### src/hw/isr_pkg.sv
// Package for the instrument status reporting block: widths, bit positions,
// command codes and carrier structs. Assumes one instrument clock domain.
package isr_pkg;

  // Group and byte register widths.
  localparam int unsigned GRP_W  = 16;
  localparam int unsigned BYTE_W = 8;

  // Summary byte bit positions.
  localparam int unsigned SSB_UNUSED = 0;
  localparam int unsigned SSB_DEV    = 1;
  localparam int unsigned SSB_ERRQ   = 2;
  localparam int unsigned SSB_QUES   = 3;
  localparam int unsigned SSB_MAV    = 4;
  localparam int unsigned SSB_ESB    = 5;
  localparam int unsigned SSB_RQS    = 6;
  localparam int unsigned SSB_OPER   = 7;

  // Standard event bit positions.
  localparam int unsigned IEL_OPC    = 0;
  localparam int unsigned IEL_UNUSED = 1;
  localparam int unsigned IEL_PON    = 7;

  // Reset, preset and used-bit mask values.
  localparam logic [GRP_W-1:0]  PTR_PRESET = 16'hFFFF;
  localparam logic [GRP_W-1:0]  NTR_PRESET = 16'h0000;
  localparam logic [GRP_W-1:0]  GRP_MASK   = 16'h7FFF;
  localparam logic [BYTE_W-1:0] BYTE_ZERO  = 8'h00;
  localparam logic [GRP_W-1:0]  GRP_ZERO   = 16'h0000;

  // Group selectors.
  localparam logic [1:0] GSEL_OPER = 2'h0;
  localparam logic [1:0] GSEL_QUES = 2'h1;
  localparam logic [1:0] GSEL_DEV  = 2'h2;
  localparam int unsigned N_GRP    = 3;

  // Commands from the command parser, executed strictly in order.
  typedef enum logic [3:0] {
    ISR_CMD_CLS,
    ISR_CMD_PRESET,
    ISR_CMD_STB_Q,
    ISR_CMD_ESR_Q,
    ISR_CMD_ESE_W,
    ISR_CMD_ESE_Q,
    ISR_CMD_SRE_W,
    ISR_CMD_SRE_Q,
    ISR_CMD_COND_Q,
    ISR_CMD_EVT_Q,
    ISR_CMD_ENA_W,
    ISR_CMD_ENA_Q,
    ISR_CMD_PTR_W,
    ISR_CMD_PTR_Q,
    ISR_CMD_NTR_W,
    ISR_CMD_NTR_Q
  } isr_cmd_t;

  typedef struct packed {
    isr_cmd_t        cmd;
    logic [1:0]      grp;
    logic [GRP_W-1:0] data;
  } isr_req_t;

endpackage

### src/hw/isr_group.sv
// One generic status group: condition, transition filters, event latch, enable.
// Assumes condition bits are synchronous to i_mclk.
`timescale 1ns/100ps
module isr_group #(
  parameter int unsigned W = 16,
  parameter logic [W-1:0] USED = '1
) (
  // Clock and reset
  input  wire logic         i_mclk,
  input  wire logic         i_sys_rst,
  // Live status
  input  wire logic [W-1:0] i_cond,
  // Controls
  input  wire logic         i_preset,
  input  wire logic         i_evt_clr,
  input  wire logic         i_ptr_wr,
  input  wire logic         i_ntr_wr,
  input  wire logic         i_ena_wr,
  input  wire logic [W-1:0] i_wdata,
  // State
  output logic [W-1:0]      o_cond,
  output logic [W-1:0]      o_ptr,
  output logic [W-1:0]      o_ntr,
  output logic [W-1:0]      o_event,
  output logic [W-1:0]      o_enable,
  output logic              o_summary
);
  logic [W-1:0] prev_q;
  logic [W-1:0] ptr_q;
  logic [W-1:0] ntr_q;
  logic [W-1:0] evt_q;
  logic [W-1:0] ena_q;
  logic [W-1:0] hit;

  assign o_cond = i_cond & USED;

  always_ff @(posedge i_mclk) begin
    if (i_sys_rst) begin
      prev_q <= '0;
    end else begin
      prev_q <= o_cond;
    end
  end

  always_ff @(posedge i_mclk) begin
    if (i_sys_rst || i_preset) begin
      ptr_q <= '1;
      ntr_q <= '0;
    end else begin
      if (i_ptr_wr) ptr_q <= i_wdata;
      if (i_ntr_wr) ntr_q <= i_wdata;
    end
  end

  assign hit = ((o_cond & ~prev_q & ptr_q) | (~o_cond & prev_q & ntr_q)) & USED;

  // Sticky event bits, set wins over clear.
  always_ff @(posedge i_mclk) begin
    if (i_sys_rst) begin
      evt_q <= '0;
    end else if (i_evt_clr) begin
      evt_q <= hit;
    end else begin
      evt_q <= evt_q | hit;
    end
  end

  always_ff @(posedge i_mclk) begin
    if (i_sys_rst) begin
      ena_q <= '0;
    end else if (i_ena_wr) begin
      ena_q <= i_wdata & USED;
    end
  end

  assign o_ptr     = ptr_q & USED;
  assign o_ntr     = ntr_q & USED;
  assign o_event   = evt_q;
  assign o_enable  = ena_q;
  assign o_summary = |(evt_q & ena_q);

endmodule // isr_group

### src/hw/isr_resp_reg.sv
// Response holding register: the single answer word to the last query.
// Assumes the parser takes o_rsp_data while o_rsp_valid is high.
`timescale 1ns/100ps
module isr_resp_reg #(
  parameter int unsigned W = 16
) (
  // Clock and reset
  input  wire logic         i_mclk,
  input  wire logic         i_sys_rst,
  // Load and drain
  input  wire logic         i_load,
  input  wire logic [W-1:0] i_data,
  input  wire logic         i_take,
  // Answer
  output logic              o_valid,
  output logic [W-1:0]      o_data
);
  always_ff @(posedge i_mclk) begin
    if (i_sys_rst) begin
      o_data <= '0;
    end else if (i_load) begin
      o_data <= i_data;
    end
  end

  always_ff @(posedge i_mclk) begin
    if (i_sys_rst) begin
      o_valid <= 1'b0;
    end else if (i_load) begin
      o_valid <= 1'b1;
    end else if (i_take) begin
      o_valid <= 1'b0;
    end
  end
endmodule // isr_resp_reg

### src/hw/isr_top.sv
// Status reporting top: three status groups, standard event latch, summary
// byte and service request logic behind an in-order command port.
// Assumes a command parser on i_mclk presents one command at a time.
//
// Behaviour
// - Every group has all component registers.
// - Condition mirrors live status, read-only.
// - Filter selects rising, falling or both.
// - Filters read-write, kept across clear.
// - Preset: negative zeros, positive ones.
// - Event bits stick until register cleared.
// - Event read-only; read or clear empties.
// - Summary is OR of event AND enable.
// - Enable read-write; reading keeps it.
// - Groups 16 bits; byte registers 8.
// - Bit 15 of groups reads zero.
// - Message available follows output data waiting.
// - Clearing events clears the summary bit.
// - Summary byte layout fixed, bit 0 zero.
// - Error summary clears on empty queue.
// - Service enable zero at power-up, write.
// - Byte query equals poll except bit 6 is the live request term; clears nothing.
// - Byte query runs in command order.
// - Standard event layout fixed, bit 1 zero.
// - Power-on bit set until read/clear.
// - Standard events clear on clear or query.
// - Standard enable zero at power-up, write.
`timescale 1ns/100ps
module isr_top
  import isr_pkg::*;
(
  // Clock and reset
  input  wire logic                  i_mclk,
  input  wire logic                  i_sys_rst,
  // Command port
  input  wire logic                  i_req_valid,
  input  wire isr_pkg::isr_req_t     i_req,
  output logic                       o_req_ready,
  // Answer port
  output logic                       o_rsp_valid,
  output logic [isr_pkg::GRP_W-1:0]  o_rsp_data,
  input  wire logic                  i_rsp_take,
  // Live status from the instrument
  input  wire logic [isr_pkg::GRP_W-1:0]  i_oper_cond,
  input  wire logic [isr_pkg::GRP_W-1:0]  i_ques_cond,
  input  wire logic [isr_pkg::GRP_W-1:0]  i_dev_cond,
  input  wire logic                       i_errq_nonempty,
  input  wire logic                       i_outq_nonempty,
  // Standard event sources, one-cycle pulses
  input  wire logic [isr_pkg::BYTE_W-1:0] i_std_evt,
  // Serial poll by bus hardware
  input  wire logic                       i_spoll,
  // Status outputs
  output logic [isr_pkg::BYTE_W-1:0]      o_status_byte,
  output logic                            o_srq
);
  import isr_pkg::*;

  typedef enum {ST_IDLE, ST_ANSWER} isr_state_t;
  isr_state_t state_q;

  logic                  take;
  logic                  is_cmd;
  logic [N_GRP-1:0]      gsel;
  logic [N_GRP-1:0]      g_sum;
  logic [GRP_W-1:0]      g_cond [N_GRP];
  logic [GRP_W-1:0]      g_ptr  [N_GRP];
  logic [GRP_W-1:0]      g_ntr  [N_GRP];
  logic [GRP_W-1:0]      g_evt  [N_GRP];
  logic [GRP_W-1:0]      g_ena  [N_GRP];
  logic [GRP_W-1:0]      g_in   [N_GRP];
  logic [BYTE_W-1:0]     iel_q;
  logic [BYTE_W-1:0]     ese_q;
  logic [BYTE_W-1:0]     sre_q;
  logic                  pon_q;
  logic                  rqs_q;
  logic                  rqs_now;
  logic                  rqs_prev_q;
  logic [BYTE_W-1:0]     stb;
  logic                  rsp_load;
  logic [GRP_W-1:0]      rsp_d;
  logic [BYTE_W-1:0]     std_in;
  logic                  cls;
  logic                  esr_rd;

  function automatic logic hit(isr_cmd_t c);
    return take && (i_req.cmd == c);
  endfunction

  // One command taken at a time; a query is answered before the next.
  assign o_req_ready = (state_q == ST_IDLE);
  assign take        = i_req_valid && o_req_ready;
  assign is_cmd      = take;
  assign cls         = hit(ISR_CMD_CLS);
  assign esr_rd      = hit(ISR_CMD_ESR_Q);

  always_ff @(posedge i_mclk) begin
    if (i_sys_rst) begin
      state_q <= ST_IDLE;
    end else begin
      case (state_q)
        ST_IDLE:   if (rsp_load) state_q <= ST_ANSWER;
        ST_ANSWER: if (i_rsp_take) state_q <= ST_IDLE;
        default:   state_q <= ST_IDLE;
      endcase
    end
  end

  assign g_in[GSEL_OPER] = i_oper_cond;
  assign g_in[GSEL_QUES] = i_ques_cond;
  assign g_in[GSEL_DEV]  = i_dev_cond;

  // Full group per status source; 16 bits, top bit unused.
  for (genvar g = 0; g < N_GRP; g++) begin : g_grp
    assign gsel[g] = is_cmd && (i_req.grp == 2'(g));
    isr_group #(.W(GRP_W), .USED(GRP_MASK)) u_grp (
      .i_mclk    (i_mclk),
      .i_sys_rst (i_sys_rst),
      .i_cond    (g_in[g]),
      .i_preset  (hit(ISR_CMD_PRESET)),
      // Event query or clear empties the group.
      .i_evt_clr (cls || (gsel[g] && i_req.cmd == ISR_CMD_EVT_Q)),
      .i_ptr_wr  (gsel[g] && i_req.cmd == ISR_CMD_PTR_W),
      .i_ntr_wr  (gsel[g] && i_req.cmd == ISR_CMD_NTR_W),
      .i_ena_wr  (gsel[g] && i_req.cmd == ISR_CMD_ENA_W),
      .i_wdata   (i_req.data),
      .o_cond    (g_cond[g]),
      .o_ptr     (g_ptr[g]),
      .o_ntr     (g_ntr[g]),
      .o_event   (g_evt[g]),
      .o_enable  (g_ena[g]),
      .o_summary (g_sum[g])
    );
  end

  // Power-on flag caught after reset release.
  always_ff @(posedge i_mclk) begin
    if (i_sys_rst) begin
      pon_q <= 1'b1;
    end else begin
      pon_q <= 1'b0;
    end
  end

  assign std_in = (i_std_evt | (pon_q ? BYTE_ZERO | (8'h01 << IEL_PON) : BYTE_ZERO))
                  & ~(8'h01 << IEL_UNUSED);

  // Sticky standard events; query or clear empties, set wins.
  always_ff @(posedge i_mclk) begin
    if (i_sys_rst) begin
      iel_q <= BYTE_ZERO;
    end else if (cls || esr_rd) begin
      iel_q <= std_in;
    end else begin
      iel_q <= iel_q | std_in;
    end
  end

  // Standard enable zero at power-up and on write of zero.
  always_ff @(posedge i_mclk) begin
    if (i_sys_rst) begin
      ese_q <= BYTE_ZERO;
    end else if (hit(ISR_CMD_ESE_W)) begin
      ese_q <= i_req.data[BYTE_W-1:0];
    end
  end

  // Service enable zero at power-up and on write of zero.
  always_ff @(posedge i_mclk) begin
    if (i_sys_rst) begin
      sre_q <= BYTE_ZERO;
    end else if (hit(ISR_CMD_SRE_W)) begin
      sre_q <= i_req.data[BYTE_W-1:0] & ~(8'h01 << SSB_RQS);
    end
  end

  // Summary byte built from live sources.
  always_comb begin
    stb             = BYTE_ZERO;
    stb[SSB_DEV]    = g_sum[GSEL_DEV];
    stb[SSB_ERRQ]   = i_errq_nonempty;
    stb[SSB_QUES]   = g_sum[GSEL_QUES];
    stb[SSB_MAV]    = i_outq_nonempty || (state_q == ST_ANSWER);
    stb[SSB_ESB]    = |(iel_q & ese_q);
    stb[SSB_OPER]   = g_sum[GSEL_OPER];
    rqs_now         = |(stb & sre_q);
    stb[SSB_RQS]    = rqs_q;
  end

  // Last cycle's request term, so that only a new request latches the bit.
  always_ff @(posedge i_mclk) begin
    if (i_sys_rst) begin
      rqs_prev_q <= 1'b0;
    end else begin
      rqs_prev_q <= rqs_now;
    end
  end

  // Request latch and poll clear.
  // A request that is still standing after a poll does not latch again.
  // A new request in the cycle of a poll wins, so that it is not lost.
  always_ff @(posedge i_mclk) begin
    if (i_sys_rst) begin
      rqs_q <= 1'b0;
    end else if (!rqs_now) begin
      rqs_q <= 1'b0;
    end else if (!rqs_prev_q) begin
      rqs_q <= 1'b1;
    end else if (i_spoll) begin
      rqs_q <= 1'b0;
    end
  end

  assign o_status_byte = stb;
  assign o_srq         = rqs_q;

  // Byte query returns the summary with the live request term in bit 6, clears nothing.
  always_comb begin
    rsp_load = 1'b0;
    rsp_d    = GRP_ZERO;
    if (take) begin
      rsp_load = 1'b1;
      case (i_req.cmd)
        ISR_CMD_STB_Q:  rsp_d = {8'h00, stb[BYTE_W-1:SSB_RQS+1], rqs_now,
                                 stb[SSB_RQS-1:0]};
        ISR_CMD_ESR_Q:  rsp_d = {8'h00, iel_q};
        ISR_CMD_ESE_Q:  rsp_d = {8'h00, ese_q};
        ISR_CMD_SRE_Q:  rsp_d = {8'h00, sre_q};
        ISR_CMD_COND_Q: rsp_d = g_cond[i_req.grp];
        ISR_CMD_EVT_Q:  rsp_d = g_evt[i_req.grp];
        ISR_CMD_ENA_Q:  rsp_d = g_ena[i_req.grp];
        ISR_CMD_PTR_Q:  rsp_d = g_ptr[i_req.grp];
        ISR_CMD_NTR_Q:  rsp_d = g_ntr[i_req.grp];
        default:        rsp_load = 1'b0;
      endcase
    end
  end

  isr_resp_reg #(.W(GRP_W)) u_rsp (
    .i_mclk    (i_mclk),
    .i_sys_rst (i_sys_rst),
    .i_load    (rsp_load),
    .i_data    (rsp_d),
    .i_take    (i_rsp_take),
    .o_valid   (o_rsp_valid),
    .o_data    (o_rsp_data)
  );
endmodule // isr_top

### config.mk
export PLATFORM = sky130hd
export DESIGN_NAME = isr_top
export DESIGN_NICKNAME = d
export VERILOG_FILES = /design/src/hw/isr_pkg.sv /design/src/hw/isr_group.sv /design/src/hw/isr_resp_reg.sv /design/src/hw/isr_top.sv
export SDC_FILE = /design/constraint.sdc
export NUM_CORES = 1
export LEC_CHECK = 0
export ABC_AREA = 1
export BUFFER_PORTS_ARGS = -buffer_cell sky130_fd_sc_hd__buf_2
export CORE_ASPECT_RATIO = 0.8
export CORE_MARGIN = 1.5
export CORE_UTILIZATION = 45
export CTS_CLUSTER_SIZE = 10
export DETAILED_ROUTE_END_ITERATION = 12
export HOLD_SLACK_MARGIN = 0.08
export PLACE_DENSITY = 0.73
export SLEW_MARGIN = 20
export SYNTH_ARGS = -nofsm -noshare
export SYNTH_HDL_FRONTEND = slang
export SYNTH_SLANG_ARGS = --single-unit
### constraint.sdc
create_clock -name i_mclk -period 2.8 [get_ports i_mclk]
set_input_delay 0.84 -clock i_mclk [delete_from_list [all_inputs] [get_ports i_mclk]]
set_output_delay 0.84 -clock i_mclk [all_outputs]
set_load 0.1 [all_outputs]
==> metrics.txt <==
Peak Freq 368 MHz; drt wl/cell 18.9 um; Worst slew margin 0.217; critical path capture point type output pin; critical path launch point type flip-flop; CP max-delay cell dfxtp_1; Post-Syn Area per Cell 6.86 sq um; Routed WL 41,200 um; largest net degree at the start of global routing 114; Final Setup Violations 0; post-synthesis mux area share 0; Crit path largest cell delay 0.35 ns; CP Cell Sequence nand2_1 -> nand2_1 -> nor2_1 -> nand2_1 -> nor2_2 -> inv_1 -> buf_4; P per Cell Area 616 mW/mm^2; PnR worst setup slack 0.0847 ns; # IOs 112; Post-Place Setup Slack 0.173 ns; drt first pass iters 6; area of the core 0.0263 sq mm; worst r2r src state_q[0]; worst vdd ir 491 uV; clk_skew 0.0101 ns; starting density of the core 0.457; Final Hold Viols 0; initial antenna violation count 0; Hold Path Class flip-flop to flip-flop; post-synthesis adder-cell area fraction 0; gr usage total 0.298; status finished clean; Root Driver clkbuf_16; DRT iter0 DRCs 1,409; area delta synth->final 13.8%; Final period util 0.970; CTS Sinks 267; Die Span X 186 um; DRC 0; RSZ-0062 raised after global routing no; WP data required 1.96 ns; yosys warns 0; Top delay family on crit path simple AND/OR/NAND/NOR gates; CTS tree done; buffers inserted by post-CTS timing repair 0; largest family of logic cells by synthesized area simple AND/OR/NAND/NOR gates; synthesis-stage register bit count 267; Crit Path Class flip-flop to output pin; vias in the first global route 11,725; Net count, final 1,909; DR vias/cell 5.60; Std-Cell Rows 53; data arrival time of the worst path 1.88 ns; Max Slew Vio Count 0; CP dominant cell by count nand2_1; Placer Congestion 0.917; first-pass GRT wire length 63,500 um; leakage 6.16 nW; CP Max Fanout 3; Crit path buffers/inverters 2; cells after synthesis 1,750; remaining global-route overflow 0; ratio of cells with drive above 1 in the final layout 0.133; Multi-input gate area 0.00559 sq mm; antenna viol nets, final 0; CP startpoint g_grp[1].u_grp.o_event[12]; Max-Cap Viols 0; Chip Height 149 um; Synth Area in Simple Gates 0.275; Sequential cell area 0.00535 sq mm; worst skew pair latency 0.55 ns; min-delay src rqs_prev_q; Clk pin slew, worst setup/hold paths 0.06 ns; Port Buffer Count 104; compound-cell area share of the yosys netlist 0.188; cell area after synthesis 0.0120 sq mm; HPWL Detailed 27,500 um; hold-fix buffers at CTS 0; die area 0.0277 sq mm; # H-tree levels 1; Netlist cell types 31; Worst-Margin Slew 1.17 ns; register area share after synthesis 0.445; cts repair resizes 0; Setup TNS 0 ns; CTS buffer count 30; Layout fillers 2,631; xor and xnor fraction of the mapped netlist area 0; clock buffer depth 3; number of diodes 0; Min Clock Period, post-route 2.72 ns; vias 12,230
==> cell usage after synthesis <==
master / n / area share
o22ai_1: 9 / 0.0047
nor2_8: 1 / 0.0017
a211oi_2: 1 / 0.0010
o211ai_1: 13 / 0.0081
o21ai_0: 60 / 0.025
inv_2: 29 / 0.0091
buf_2: 44 / 0.018
inv_1: 133 / 0.042
o221ai_1: 25 / 0.018
a21oi_2: 3 / 0.0022
nand2_2: 4 / 0.0021
dfxtp_1: 267 / 0.45
nand2_1: 505 / 0.16
buf_4: 15 / 0.0094
clkbuf_1: 43 / 0.013
conb_1: 1 / 0.00031
o21ai_2: 1 / 0.00073
nor2_2: 11 / 0.0057
or2_4: 1 / 0.00073
buf_1: 1 / 0.00031
nor2_1: 182 / 0.057
a31oi_1: 45 / 0.023
nor3_1: 33 / 0.014
nor2_4: 8 / 0.0075
a22oi_1: 1 / 0.00063
nand3_1: 59 / 0.025
a21oi_1: 189 / 0.079
o21ai_1: 58 / 0.024
a22o_1: 1 / 0.00073
nand4_1: 6 / 0.0031
or2_2: 1 / 0.00052
==> kinds of logic (layout without fill, tap and decap cells) <==
logic type      Yosys count  count (layout)
buf+inv                 265             339
flops                   267             267
other cells               1               2
compound gates          406             406
simple gates            811             811
==> stage by stage <==
stage | hold WS, ns | power [W] | instances | util | instance area [sq um]
floorplan | 0.382 | 0.00473 | 1751 | - | 12000
finish | 0.419 | 0.00841 | 2182 | 0.520 | 13700
detailed placement | 0.411 | 0.00504 | 2149 | 0.489 | 12800
CTS | 0.423 | 0.00841 | 2182 | 0.519 | 13600
global placement | 0.393 | 0.00502 | 2149 | 0.489 | 12800
global route | 0.449 | 0.00866 | 2182 | 0.520 | 13700
==> sequential cells by signal, indices dropped and copies added (netlist names) <==
| name | count |
|---|---|
| g_grp.u_grp.o_event | 45 |
| o_srq | 1 |
| u_rsp.o_data | 15 |
| g_grp.u_grp.o_enable | 45 |
| iel_q | 7 |
| rqs_prev_q | 1 |
| sre_q | 7 |
| pon_q | 1 |
| g_grp.u_grp.prev_q | 45 |
| ese_q | 8 |
| state_q | 1 |
| g_grp.u_grp.ntr_q | 45 |
| g_grp.u_grp.ptr_q | 45 |
| u_rsp.o_valid | 1 |
==> cell type report <==
class | count | share of cell area
sequential | 267 | 0.391
tap | 357 | 0.0327
inverter | 162 | 0.0445
timing repair buffer | 144 | 0.0645
clock buffer | 33 | 0.0581
multi-input combinational | 1219 | 0.409
==> layer usage <==
metal  global-route usage  part of all wire  routed length (um)  up-vias
li1                     -                 -                   -     5813
met3               0.0530              0.11                4350      159
met5                    0                 0                   0        -
met1                0.393              0.41               16700     5574
met4                0.162             0.059                2440        0
met2                0.464              0.43               17700      684
==> placed cells by master (no fill, tap or decap), types with 8 or more instances in the layout <==
cell and n:
nor3_1 33, inv_1 133, o21ai_1 58, buf_2 100
nor2_4 8, clkbuf_16 31, dfxtp_1 267, o22ai_1 9
nor2_2 17, nor2_1 176, o21ai_0 60, buf_4 39
a31oi_1 45, nand2_1 504, a21oi_1 189, inv_2 29
o221ai_1 25, o211ai_1 13, nand3_1 59
==> power by group <==
part           total (W)  switching [W]  internal (W)  leakage, nW
Clock            0.00343        0.00147       0.00195        0.390
Combinational   0.000961       0.000706      0.000255         3.58
Sequential       0.00402      0.0000918       0.00393         2.18
Total            0.00841        0.00227       0.00614         6.16
==> path summary, 6_finish.rpt <==
check	endpoint	slack (ns)	cells after the start
worst min-delay path	o_srq	0.42	1
worst max-delay path	o_status_byte[3]	0.08	7
worst min register to register	o_srq	0.42	1
worst max register to register	g_grp[1].u_grp.o_event[13]	0.67	8
Power figures use the tool's default switching activity.
